$ cat config.mk
export PLATFORM = sky130hd
export DESIGN_NAME = adc_device_flat
export DESIGN_NICKNAME = d
export VERILOG_FILES = /design/src/include/adc_seq_pkg.sv /design/src/include/adc_link_if.sv /design/src/hw/sync_edge.sv /design/src/hw/adc_device.sv /design/src/flat_wrapper.sv
export VERILOG_INCLUDE_DIRS = /design/src /design/src/include
export SDC_FILE = /design/constraint.sdc
export NUM_CORES = 1
export LEC_CHECK = 0
export ABC_AREA = 0
export BUFFER_PORTS_ARGS = -buffer_cell sky130_fd_sc_hd__buf_2
export CAP_MARGIN = 15
export CORE_MARGIN = 2
export CORE_UTILIZATION = 30
export CTS_CLUSTER_DIAMETER = 200
export DETAILED_ROUTE_END_ITERATION = 7
export MAX_ROUTING_LAYER = met4
export PLACE_DENSITY_LB_ADDON = 0.1
export SYNTH_ARGS = -nofsm -noshare
export SYNTH_HDL_FRONTEND = slang
export SYNTH_SLANG_ARGS = --single-unit
$ cat constraint.sdc
create_clock -name mclk -period 5.9 [get_ports mclk]
set_input_delay 0.295 -clock mclk [delete_from_list [all_inputs] [get_ports mclk]]
set_output_delay 0.295 -clock mclk [all_outputs]
set_load 0.02 [all_outputs]
$ cat src/include/adc_seq_map.svh
/*
  Named constants for the scan sequencer and its serial host: byte
  selectors, field positions, reset values, timing counts, host offsets.
  Assumes a 100 MHz mclk on both ends.
*/
`ifndef ADC_SEQ_MAP_SVH
`define ADC_SEQ_MAP_SVH

// ****************************************
// Clock modes and scan modes
// ****************************************
`define CK_PIN_SCAN 2'b00
`define CK_PIN_EACH 2'b01
`define CK_BYTE_SCAN 2'b10
`define CK_RESET 2'b10
`define SC_UP 2'b00
`define SC_FROM 2'b01
`define SC_REPEAT 2'b10

// ****************************************
// Byte selectors and fields
// ****************************************
`define SEL_SETUP 2'b01
`define SEL_AVG 3'b001
`define SEL_RST 4'b0001
`define RST_FIFO_BIT 3
`define AVG_ON_BIT 4
`define REG_ZERO 8'h00
`define CH_LAST 4'hF
`define PIN_INIT 4'b1010

// ****************************************
// Timing
// ****************************************
`define CLK_NS 10
`define CONV_NS 1000
`define CONV_CYCLES (`CONV_NS / `CLK_NS)
`define CNV_LOW_NS 40
`define CNV_LOW_MIN ((`CNV_LOW_NS + `CLK_NS - 1) / `CLK_NS)
`define SCLK_HALF 8

// ****************************************
// Host register words and command bits
// ****************************************
`define REG_CMD 2'h0
`define REG_CNV 2'h1
`define REG_STATUS 2'h2
`define REG_RX 2'h3
`define CMD_KEEP_BIT 8
`define CMD_ARM_BIT 9

`endif

$ cat src/include/adc_seq_pkg.sv
/*
  Types shared by the sequencer and its serial host.
  Assumes nothing beyond a SystemVerilog compiler.
*/
`default_nettype none
package adc_seq_pkg;
  typedef enum logic {ST_IDLE, ST_CONV} dev_state_e;
  typedef enum logic [2:0] {H_IDLE, H_WAIT, H_SHIFT, H_GAP, H_PULSE} host_state_e;
endpackage
`default_nettype wire

$ cat src/include/adc_link_if.sv
/*
  Serial link between the converter and its host: clock, select, data
  both ways, convert-start and end-of-conversion, all active as named.
  Assumes both ends sample it on their own mclk.
*/
`timescale 1ns/100ps
`default_nettype none
interface adc_link_if;
  logic sclk;
  logic cs_n;
  logic din;
  logic dout;
  logic convert_start_n;
  logic eoc_n;
  modport device (input sclk, input cs_n, input din, input convert_start_n, output dout, output eoc_n);
  modport host (output sclk, output cs_n, output din, output convert_start_n, input dout, input eoc_n);
endinterface
`default_nettype wire

$ cat src/hw/sync_edge.sv
/*
  Two-stage synchroniser with edge detection for one pin.
  Assumes the pin is asynchronous to mclk and slower than mclk/4.
*/
`timescale 1ns/100ps
`default_nettype none
module sync_edge #(
  parameter logic INIT = 1'b0
) (
  input wire logic mclk,
  input wire logic rst_b,
  input wire logic pin,
  output logic level,
  output logic rise,
  output logic fall
);
  logic meta;
  logic prev;

  always_ff @(posedge mclk or negedge rst_b) begin
    if (!rst_b) begin
      meta <= INIT;
      level <= INIT;
      prev <= INIT;
    end else begin
      meta <= pin;
      level <= meta;
      prev <= level;
    end
  end

  assign rise = level & ~prev;
  assign fall = ~level & prev;
endmodule
`default_nettype wire

$ cat src/hw/adc_device.sv
/*
  Converter end: serial register port, scan and averaging sequencer,
  16-entry result FIFO and end-of-conversion flag.
  Assumes the host keeps its own timing rules on the link and that
  sample_in holds the converted value of mux_channel/temp_select.
*/
// Implementation choices: the register offsets and register access over Avalon-MM.
// Function
// Averaging byte carries 001 in top bits
// Averaging off means one conversion per result
// Depth field picks 4, 8, 16 or 32
// Repeat mode returns 4, 8, 12, 16 results
// Reset byte carries 0001, low bits ignored
// Reset bit set clears FIFO, else all registers
// Convert-start pulse runs a full scan
// End-of-conversion low until select or start falls
// Host waits for end-of-conversion before select
// Temperature result precedes channel results
// No new start pulse before end-of-conversion
// Per-pulse mode converts once per rising edge
// Host holds start low long enough
// Host waits end-of-conversion in per-pulse mode
// Per-pulse averaging pushes after enough pulses
// Temperature taken on first pulse after byte
// Conversion byte runs a full scan
// Power-up clock mode is byte-triggered
// Clock-select bits choose the start source
// Results are four zeros, twelve bits, MSB first
// Average is sum shifted right, truncated
`timescale 1ns/100ps
`default_nettype none
`include "adc_seq_map.svh"
module adc_device (
  input wire logic mclk,
  input wire logic rst_b,
  adc_link_if.device link,
  input wire logic [11:0] sample_in,
  output logic [3:0] mux_channel,
  output logic temp_select
);
  import adc_seq_pkg::*;

  // ****************************************
  // Pin synchronisers
  // ****************************************
  localparam logic [3:0] PIN_INIT = `PIN_INIT;
  logic [3:0] pin_raw;
  logic [3:0] pin_lvl;
  logic [3:0] pin_rise;
  logic [3:0] pin_fall;
  assign pin_raw = {link.convert_start_n, link.din, link.cs_n, link.sclk};
  genvar gi;
  generate
    for (gi = 0; gi < 4; gi++) begin : g_pin
      sync_edge #(.INIT(PIN_INIT[gi])) u_sync (
        .mclk(mclk),
        .rst_b(rst_b),
        .pin(pin_raw[gi]),
        .level(pin_lvl[gi]),
        .rise(pin_rise[gi]),
        .fall(pin_fall[gi])
      );
    end
  endgenerate
  wire cs_low = ~pin_lvl[1];
  wire sclk_rise = pin_rise[0] & cs_low;
  wire sclk_fall = pin_fall[0] & cs_low;
  wire cs_fall = pin_fall[1];
  wire cnv_rise = pin_rise[3];
  wire cnv_fall = pin_fall[3];

  // ****************************************
  // Serial input and byte decode
  // ****************************************
  logic [7:0] in_sr;
  logic [2:0] in_cnt;
  logic follow_pend;
  logic follow_bip;
  logic [1:0] clk_mode;
  logic [4:0] avg_cfg;
  logic [7:0] bip_mask;
  logic [6:0] conv_cfg;
  wire [7:0] rx_byte = {in_sr[6:0], pin_lvl[2]};
  wire take_byte = sclk_rise && in_cnt == 3'h7;
  wire mode_byte = take_byte && follow_pend;
  wire cmd_byte = take_byte && !follow_pend;
  wire is_conv = cmd_byte && rx_byte[7];
  wire is_setup = cmd_byte && rx_byte[7:6] == `SEL_SETUP;
  // averaging byte select
  wire is_avg = cmd_byte && rx_byte[7:5] == `SEL_AVG;
  // reset byte, low bits unused
  wire is_rst = cmd_byte && rx_byte[7:4] == `SEL_RST;
  // full reset or FIFO only
  wire soft_all = is_rst && !rx_byte[`RST_FIFO_BIT];

  always_ff @(posedge mclk or negedge rst_b) begin
    if (!rst_b) begin
      in_sr <= `REG_ZERO;
      in_cnt <= 3'h0;
    end else if (!cs_low) begin
      in_cnt <= 3'h0;
    end else if (sclk_rise) begin
      in_sr <= rx_byte;
      in_cnt <= in_cnt + 3'h1;
    end
  end

  always_ff @(posedge mclk or negedge rst_b) begin
    if (!rst_b) begin
      // power-up mode
      clk_mode <= `CK_RESET;
      avg_cfg <= 5'h00;
      bip_mask <= `REG_ZERO;
      conv_cfg <= 7'h00;
      follow_pend <= 1'b0;
      follow_bip <= 1'b0;
    end else if (soft_all) begin
      clk_mode <= `CK_RESET;
      avg_cfg <= 5'h00;
      bip_mask <= `REG_ZERO;
      conv_cfg <= 7'h00;
      follow_pend <= 1'b0;
      follow_bip <= 1'b0;
    end else begin
      if (is_setup) begin
        // clock-select bits
        clk_mode <= rx_byte[5:4];
        follow_pend <= rx_byte[1];
        follow_bip <= rx_byte[0];
      end
      if (mode_byte) begin
        follow_pend <= 1'b0;
        bip_mask <= follow_bip ? (bip_mask | rx_byte) : (bip_mask & ~rx_byte);
      end
      if (is_avg) begin
        avg_cfg <= rx_byte[4:0];
      end
      if (is_conv) begin
        conv_cfg <= rx_byte[6:0];
      end
    end
  end

  // ****************************************
  // Scan decode and averaging arithmetic
  // ****************************************
  dev_state_e state;
  logic [6:0] conv_timer;
  logic [5:0] avg_cnt;
  logic [4:0] rep_cnt;
  logic signed [17:0] acc;
  logic eoc_n;
  wire [6:0] cur_cfg = is_conv ? rx_byte[6:0] : conv_cfg;
  wire [1:0] scan = cur_cfg[2:1];
  wire [3:0] first_ch = (scan == `SC_UP) ? 4'h0 : cur_cfg[6:3];
  wire [3:0] last_ch = (scan == `SC_FROM) ? `CH_LAST : cur_cfg[6:3];
  // repeat count in repeat mode only
  wire [4:0] rep_target = (scan == `SC_REPEAT) ? 5'(({3'h0, avg_cfg[1:0]} + 5'h1) << 2) : 5'h1;
  wire avg_on = avg_cfg[`AVG_ON_BIT];
  // conversions per result
  wire [5:0] avg_target = avg_on ? 6'(6'h4 << avg_cfg[3:2]) : 6'h1;
  wire [2:0] avg_shift = avg_on ? 3'({1'b0, avg_cfg[3:2]} + 3'h2) : 3'h0;
  wire bipolar = !temp_select && bip_mask[~mux_channel[3:1]];
  wire signed [17:0] sample_ext = bipolar ? 18'(signed'(sample_in)) : {6'h00, sample_in};
  wire signed [17:0] acc_next = acc + sample_ext;
  // truncating power-of-two divide
  wire signed [17:0] avg_val = acc_next >>> avg_shift;
  wire avg_done = (avg_cnt + 6'h1) == avg_target;
  wire last_rep = (rep_cnt + 5'h1) == rep_target;
  wire scan_end = avg_done && !temp_select && last_rep && mux_channel == last_ch;
  wire conv_end = state == ST_CONV && conv_timer == 7'h0;
  wire each_mode = clk_mode == `CK_PIN_EACH;
  wire done_evt = conv_end && (scan_end || each_mode);
  // whole-scan starts
  wire start_scan = state == ST_IDLE &&
    ((clk_mode == `CK_PIN_SCAN && cnv_rise) || (clk_mode == `CK_BYTE_SCAN && is_conv));
  // one conversion per rising edge
  wire start_one = each_mode && cnv_rise && state == ST_IDLE;
  wire load_cursor = start_scan || (is_conv && each_mode);

  // ****************************************
  // Sequencer
  // ****************************************
  always_ff @(posedge mclk or negedge rst_b) begin
    if (!rst_b) begin
      state <= ST_IDLE;
      conv_timer <= 7'h0;
      avg_cnt <= 6'h0;
      rep_cnt <= 5'h0;
      acc <= 18'h0;
      mux_channel <= 4'h0;
      temp_select <= 1'b0;
    end else if (soft_all) begin
      state <= ST_IDLE;
      avg_cnt <= 6'h0;
      rep_cnt <= 5'h0;
      acc <= 18'h0;
      mux_channel <= 4'h0;
      temp_select <= 1'b0;
    end else begin
      if (load_cursor) begin
        // temperature goes first
        mux_channel <= first_ch;
        temp_select <= cur_cfg[0];
        rep_cnt <= 5'h0;
        avg_cnt <= 6'h0;
        acc <= 18'h0;
      end
      if (start_scan || start_one) begin
        state <= ST_CONV;
        conv_timer <= 7'(`CONV_CYCLES);
      end else if (state == ST_CONV) begin
        if (conv_timer != 7'h0) begin
          conv_timer <= conv_timer - 7'h1;
        end else begin
          // push after enough conversions
          if (!avg_done) begin
            acc <= acc_next;
            avg_cnt <= avg_cnt + 6'h1;
          end else begin
            acc <= 18'h0;
            avg_cnt <= 6'h0;
            rep_cnt <= 5'h0;
            if (temp_select) begin
              temp_select <= 1'b0;
            end else if (!last_rep) begin
              rep_cnt <= rep_cnt + 5'h1;
            end else if (mux_channel != last_ch) begin
              mux_channel <= mux_channel + 4'h1;
            end else begin
              mux_channel <= first_ch;
            end
          end
          if (scan_end || each_mode) begin
            state <= ST_IDLE;
          end else begin
            conv_timer <= 7'(`CONV_CYCLES);
          end
        end
      end
    end
  end

  // end-of-conversion flag, set wins
  always_ff @(posedge mclk or negedge rst_b) begin
    if (!rst_b) begin
      eoc_n <= 1'b1;
    end else if (done_evt) begin
      eoc_n <= 1'b0;
    end else if (cs_fall || (cnv_fall && !clk_mode[1]) || soft_all) begin
      eoc_n <= 1'b1;
    end
  end

  // ****************************************
  // Result FIFO and serial output
  // ****************************************
  logic [11:0] fifo_mem [16];
  logic [4:0] wr_ptr;
  logic [4:0] rd_ptr;
  logic [15:0] out_sr;
  logic [3:0] out_cnt;
  wire fifo_empty = wr_ptr == rd_ptr;
  wire fifo_full = (wr_ptr ^ rd_ptr) == 5'h10;
  wire push = conv_end && avg_done && !fifo_full;
  wire pop = sclk_rise && out_cnt == 4'hF && !fifo_empty;
  wire [11:0] head = fifo_empty ? 12'h000 : fifo_mem[rd_ptr[3:0]];

  always_ff @(posedge mclk) begin
    if (push) begin
      fifo_mem[wr_ptr[3:0]] <= avg_val[11:0];
    end
  end

  always_ff @(posedge mclk or negedge rst_b) begin
    if (!rst_b) begin
      wr_ptr <= 5'h0;
      rd_ptr <= 5'h0;
    end else if (is_rst) begin
      wr_ptr <= 5'h0;
      rd_ptr <= 5'h0;
    end else begin
      wr_ptr <= push ? wr_ptr + 5'h1 : wr_ptr;
      rd_ptr <= pop ? rd_ptr + 5'h1 : rd_ptr;
    end
  end

  // four zeros then result, MSB first
  always_ff @(posedge mclk or negedge rst_b) begin
    if (!rst_b) begin
      out_sr <= 16'h0000;
      out_cnt <= 4'h0;
    end else if (cs_fall) begin
      out_sr <= {4'h0, head};
      out_cnt <= 4'h0;
    end else if (sclk_rise) begin
      out_cnt <= out_cnt + 4'h1;
    end else if (sclk_fall) begin
      out_sr <= (out_cnt == 4'h0) ? {4'h0, head} : {out_sr[14:0], 1'b0};
    end
  end

  assign link.dout = out_sr[15];
  assign link.eoc_n = eoc_n;
endmodule
`default_nettype wire

$ cat src/flat_wrapper.sv
// flat-port wrapper written by rule: the top's interface ports become plain ports
module adc_device_flat import adc_seq_pkg::*;
  (mclk, rst_b, sample_in, mux_channel, temp_select, link_sclk, link_cs_n, link_din, link_convert_start_n, link_dout, link_eoc_n);
  adc_link_if link_i ();
  input wire logic mclk;
  input wire logic rst_b;
  input wire logic [11:0] sample_in;
  output logic [3:0] mux_channel;
  output logic temp_select;
  input wire logic [$bits(link_i.sclk)-1:0] link_sclk;
  input wire logic [$bits(link_i.cs_n)-1:0] link_cs_n;
  input wire logic [$bits(link_i.din)-1:0] link_din;
  input wire logic [$bits(link_i.convert_start_n)-1:0] link_convert_start_n;
  output wire logic [$bits(link_i.dout)-1:0] link_dout;
  output wire logic [$bits(link_i.eoc_n)-1:0] link_eoc_n;
  assign link_i.sclk = link_sclk;
  assign link_i.cs_n = link_cs_n;
  assign link_i.din = link_din;
  assign link_i.convert_start_n = link_convert_start_n;
  assign link_dout = link_i.dout;
  assign link_eoc_n = link_i.eoc_n;
  adc_device u_core (.mclk(mclk), .rst_b(rst_b), .link(link_i), .sample_in(sample_in), .mux_channel(mux_channel), .temp_select(temp_select));
endmodule
==> flow_metrics.tcl <==
set metrics [dict create \
    place_area_sq_um 15500 \
    cts_resized 0 \
    finalSetupViolCount 0 \
    drt_wl_total_microns 36900 \
    synth.area.top_cells "edfxtp_1, dfrtp_1, mux4_2" \
    cpPeakStageDelay_ns 0.58 \
    dieArea_sq_um 50300 \
    clock-sinks 309 \
    rsz0062_at_grt "false" \
    insertedDiodeCount 0 \
    portBuffers 24 \
    cpMaxStageDelayCell "dfrtp_1" \
    worst_slack_ns 1.90 \
    vias_per_cell 5.09 \
    yosysMostFrequentCell "edfxtp_1" \
    fmax_mhz 250 \
    post-cts-setup-buffers 0 \
    worst_slew_pin_slew_ns 1.04 \
    finalCriticalPeriod_ns 4.00 \
    grt-ovfl-total 0 \
    drive_gt1_share_pct 19.7 \
    grt_pass1_wl_microns 58200 \
    crit_path_max_fanout 16 \
    slew_violations 0 \
    synth_area_sq_um 14600 \
    rows 80 \
    synth.avg_cell_area_sq_um 13.3 \
    antenna_found_initial 1 \
    initial_core_util_pct 30.4 \
    power_mw 5.40 \
    status "completed" \
    irDropWorstVdd_uv 187 \
    vias 9036 \
    final.period_utilization_pct 67.7 \
    synth_cells 1094 \
    drc 0 \
    ios 25 \
    grt_util_all_layers_pct 15.7 \
    clk_pin_slew_ns 0.06 \
    finalHoldViolCount 0 \
    fp.dieH_microns 224 \
    clock_latency_ns 0.56 \
    grt_max_degree 71 \
    power_density_nw_per_um2 322 \
    avgRoutedWirePerCell_microns 20.8 \
    dp_slack_ns 1.87 \
    cts_hold_buf 5 \
    netlist_top_cells_count "edfxtp_1, dfrtp_1, nor2_1" \
    ant_nets 0 \
    cts-htree-levels 2 \
    drt_iter0_drc 675 \
    fp.dieW_microns 224 \
    end_kind "register" \
    drt_pre_antenna_iters 5 \
    arrival_ns 4.28 \
    clock_path_buffers 3 \
    synth_edf_count 192 \
    cts_tree "built" \
    path_class "reg2reg" \
    seq_area_frac_synth_pct 59.8 \
    async_flop_share_pct 37.9 \
    cp-start-kind "register" \
    p_leak_nw 6.20 \
    fin_area_sq_um 16700 \
    layout.nets 1180 \
    root_buffer "clkbuf_16" \
    skew_ns 0.0222 \
    synth.largest_area_cell "edfxtp_1" \
    core_area_sq_um 47800 \
    worstPathCellList "mux4_2, nand2_1, nand2_1, and3_1, ha_1, a21o_1, a21oi_1, nand3_1, or3_1, nand3_1, mux2i_1, a21oi_1, a22o_1" \
    worstPathRequired_ns 6.18 \
    yosys_warnings 0 \
    syn_nets 1144 \
    ys_ff_latch 309 \
    place_hpwl_microns 23900 \
    relSlewSlack_pct 30.4 \
    grt_pass1_vias 9405 \
    yosysTopAreaCellShare_pct 39.6 \
    hold_class "in2reg" \
    yosysUniqueCellTypes 80 \
    holdWs_ns 0.178 \
    tns_ns 0 \
    ys.flop_type "edfxtp_1" \
    area_growth_pct 15.0 \
    gp_congestion 0.733 \
    numCtsBuffers 38 \
    drv_cap 0 \
]
## layout make-up
type	count	area, sq um
inverters	20	75.1
flip-flops and latches	309	8710
repair buffers	62	424
fillers	4660	31100
clock buffers	42	997
clock inverters	28	196
well taps	615	769
multi-input cells	699	5560
## kinds of logic (layout without fill, tap and decap cells)
family                   count (synthesis)  count (layout)  share of synthesized area, %
AND/OR/NAND/NOR                        317             317                          10.7
adder cells (fa/ha/maj)                 32              32                          2.80
XOR/XNOR                                40              40                          2.50
multiplexers                            97              97                          12.4
AO/OA/AOI/OAI                          213             213                          9.62
flip-flops                             309             309                          59.8
buffers and inverters                   86             152                          2.25
## registers in the layout (all words and copies together), names as in the netlist, 6 cells and up
signal,flops
u_core.acc,17
u_core.out_sr,16
u_core.conv_cfg,7
u_core.bip_mask,8
u_core.avg_cnt,6
u_core.fifo_mem,192
u_core.conv_timer,7
u_core.in_sr,7
## path summary, 6_finish.rpt
| check | from | endpoint | slack (ns) | depth (start not counted) |
|---|---|---|---|---|
| setup / recovery | u_core.mux_channel[1]$_DFF_PN0_ | u_core.fifo_mem[5][10]$_DFFE_PP_ | 1.90 | 13 |
| max in group asynchronous | rst_b | u_core.rd_ptr[1]$_DFFE_PN0P_ | 4.35 | 3 |
| hold / removal | sample_in[0] | u_core.acc[0]$_DFF_PN0_ | 0.18 | 4 |
| hold reg to reg | u_core.g_pin[2].u_sync.meta$_DFF_PN0_ | u_core.g_pin[2].u_sync.level$_DFF_PN0_ | 0.35 | 0 |
| min in group asynchronous | rst_b | u_core.out_cnt[0]$_DFFE_PN0P_ | 0.34 | 2 |
| setup reg to reg | u_core.mux_channel[1]$_DFF_PN0_ | u_core.fifo_mem[5][10]$_DFFE_PP_ | 1.90 | 13 |
## report_power, final
group	switching, mW	total [mW]	internal (mW)	leakage (nW)
Sequential	0.193	2.62	2.43	3.27
Combinational	0.322	0.546	0.224	2.32
Clock	0.950	2.23	1.28	0.608
Total	1.47	5.40	3.93	6.20
## critical path: cells and delay by family, from the launching register on
family	cells	cell delay [ns]
fa+ha+maj	1	0.41
simple gates	6	1.00
flops	1	0.58
mux	2	0.63
compound gates	4	1.12
## metal layers
metal  share of wire (%)  vias to the layer above  GRT usage (%)
li1                    -                     4235              -
met1                  48                     4612           21.4
met2                  46                      136           24.3
met3                 4.1                       53           2.99
met4                 1.9                        0           3.95
met5                   0                        -              -
## cells in the final DEF, fill, tap and decap left out, types with 5 or more instances in the layout
cell,instances
edfxtp_1,192
dfrtp_1,107
nor2_1,104
nand2_1,87
mux4_2,65
a21oi_1,52
o21ai_0,43
clkbuf_16,39
buf_4,33
ha_1,31
nand3_1,27
a22oi_1,27
buf_2,23
mux2i_1,21
xor2_1,20
inv_1,19
xnor2_1,19
clkinv_2,19
nor3_1,12
nand2b_1,11
mux2_2,11
nand4_1,10
nor2b_1,9
a21o_1,9
a31oi_1,9
o211ai_1,8
a211oi_1,8
o31ai_1,8
dfstp_2,8
or3_1,7
and3_1,6
a22o_1,6
nor3_2,6
nand3b_1,5
dlygate4sd3_1,5
## metrics by stage
step | utilization [%] | instances
4_1_cts | 35.0 | 1774
3_5_place_dp | 32.4 | 1699
3_3_place_gp | 32.3 | 1698
2_1_floorplan | - | 1094
5_1_grt | 35.0 | 1775
6_report | 35.0 | 1775
(Power assumes the default switching activity.)
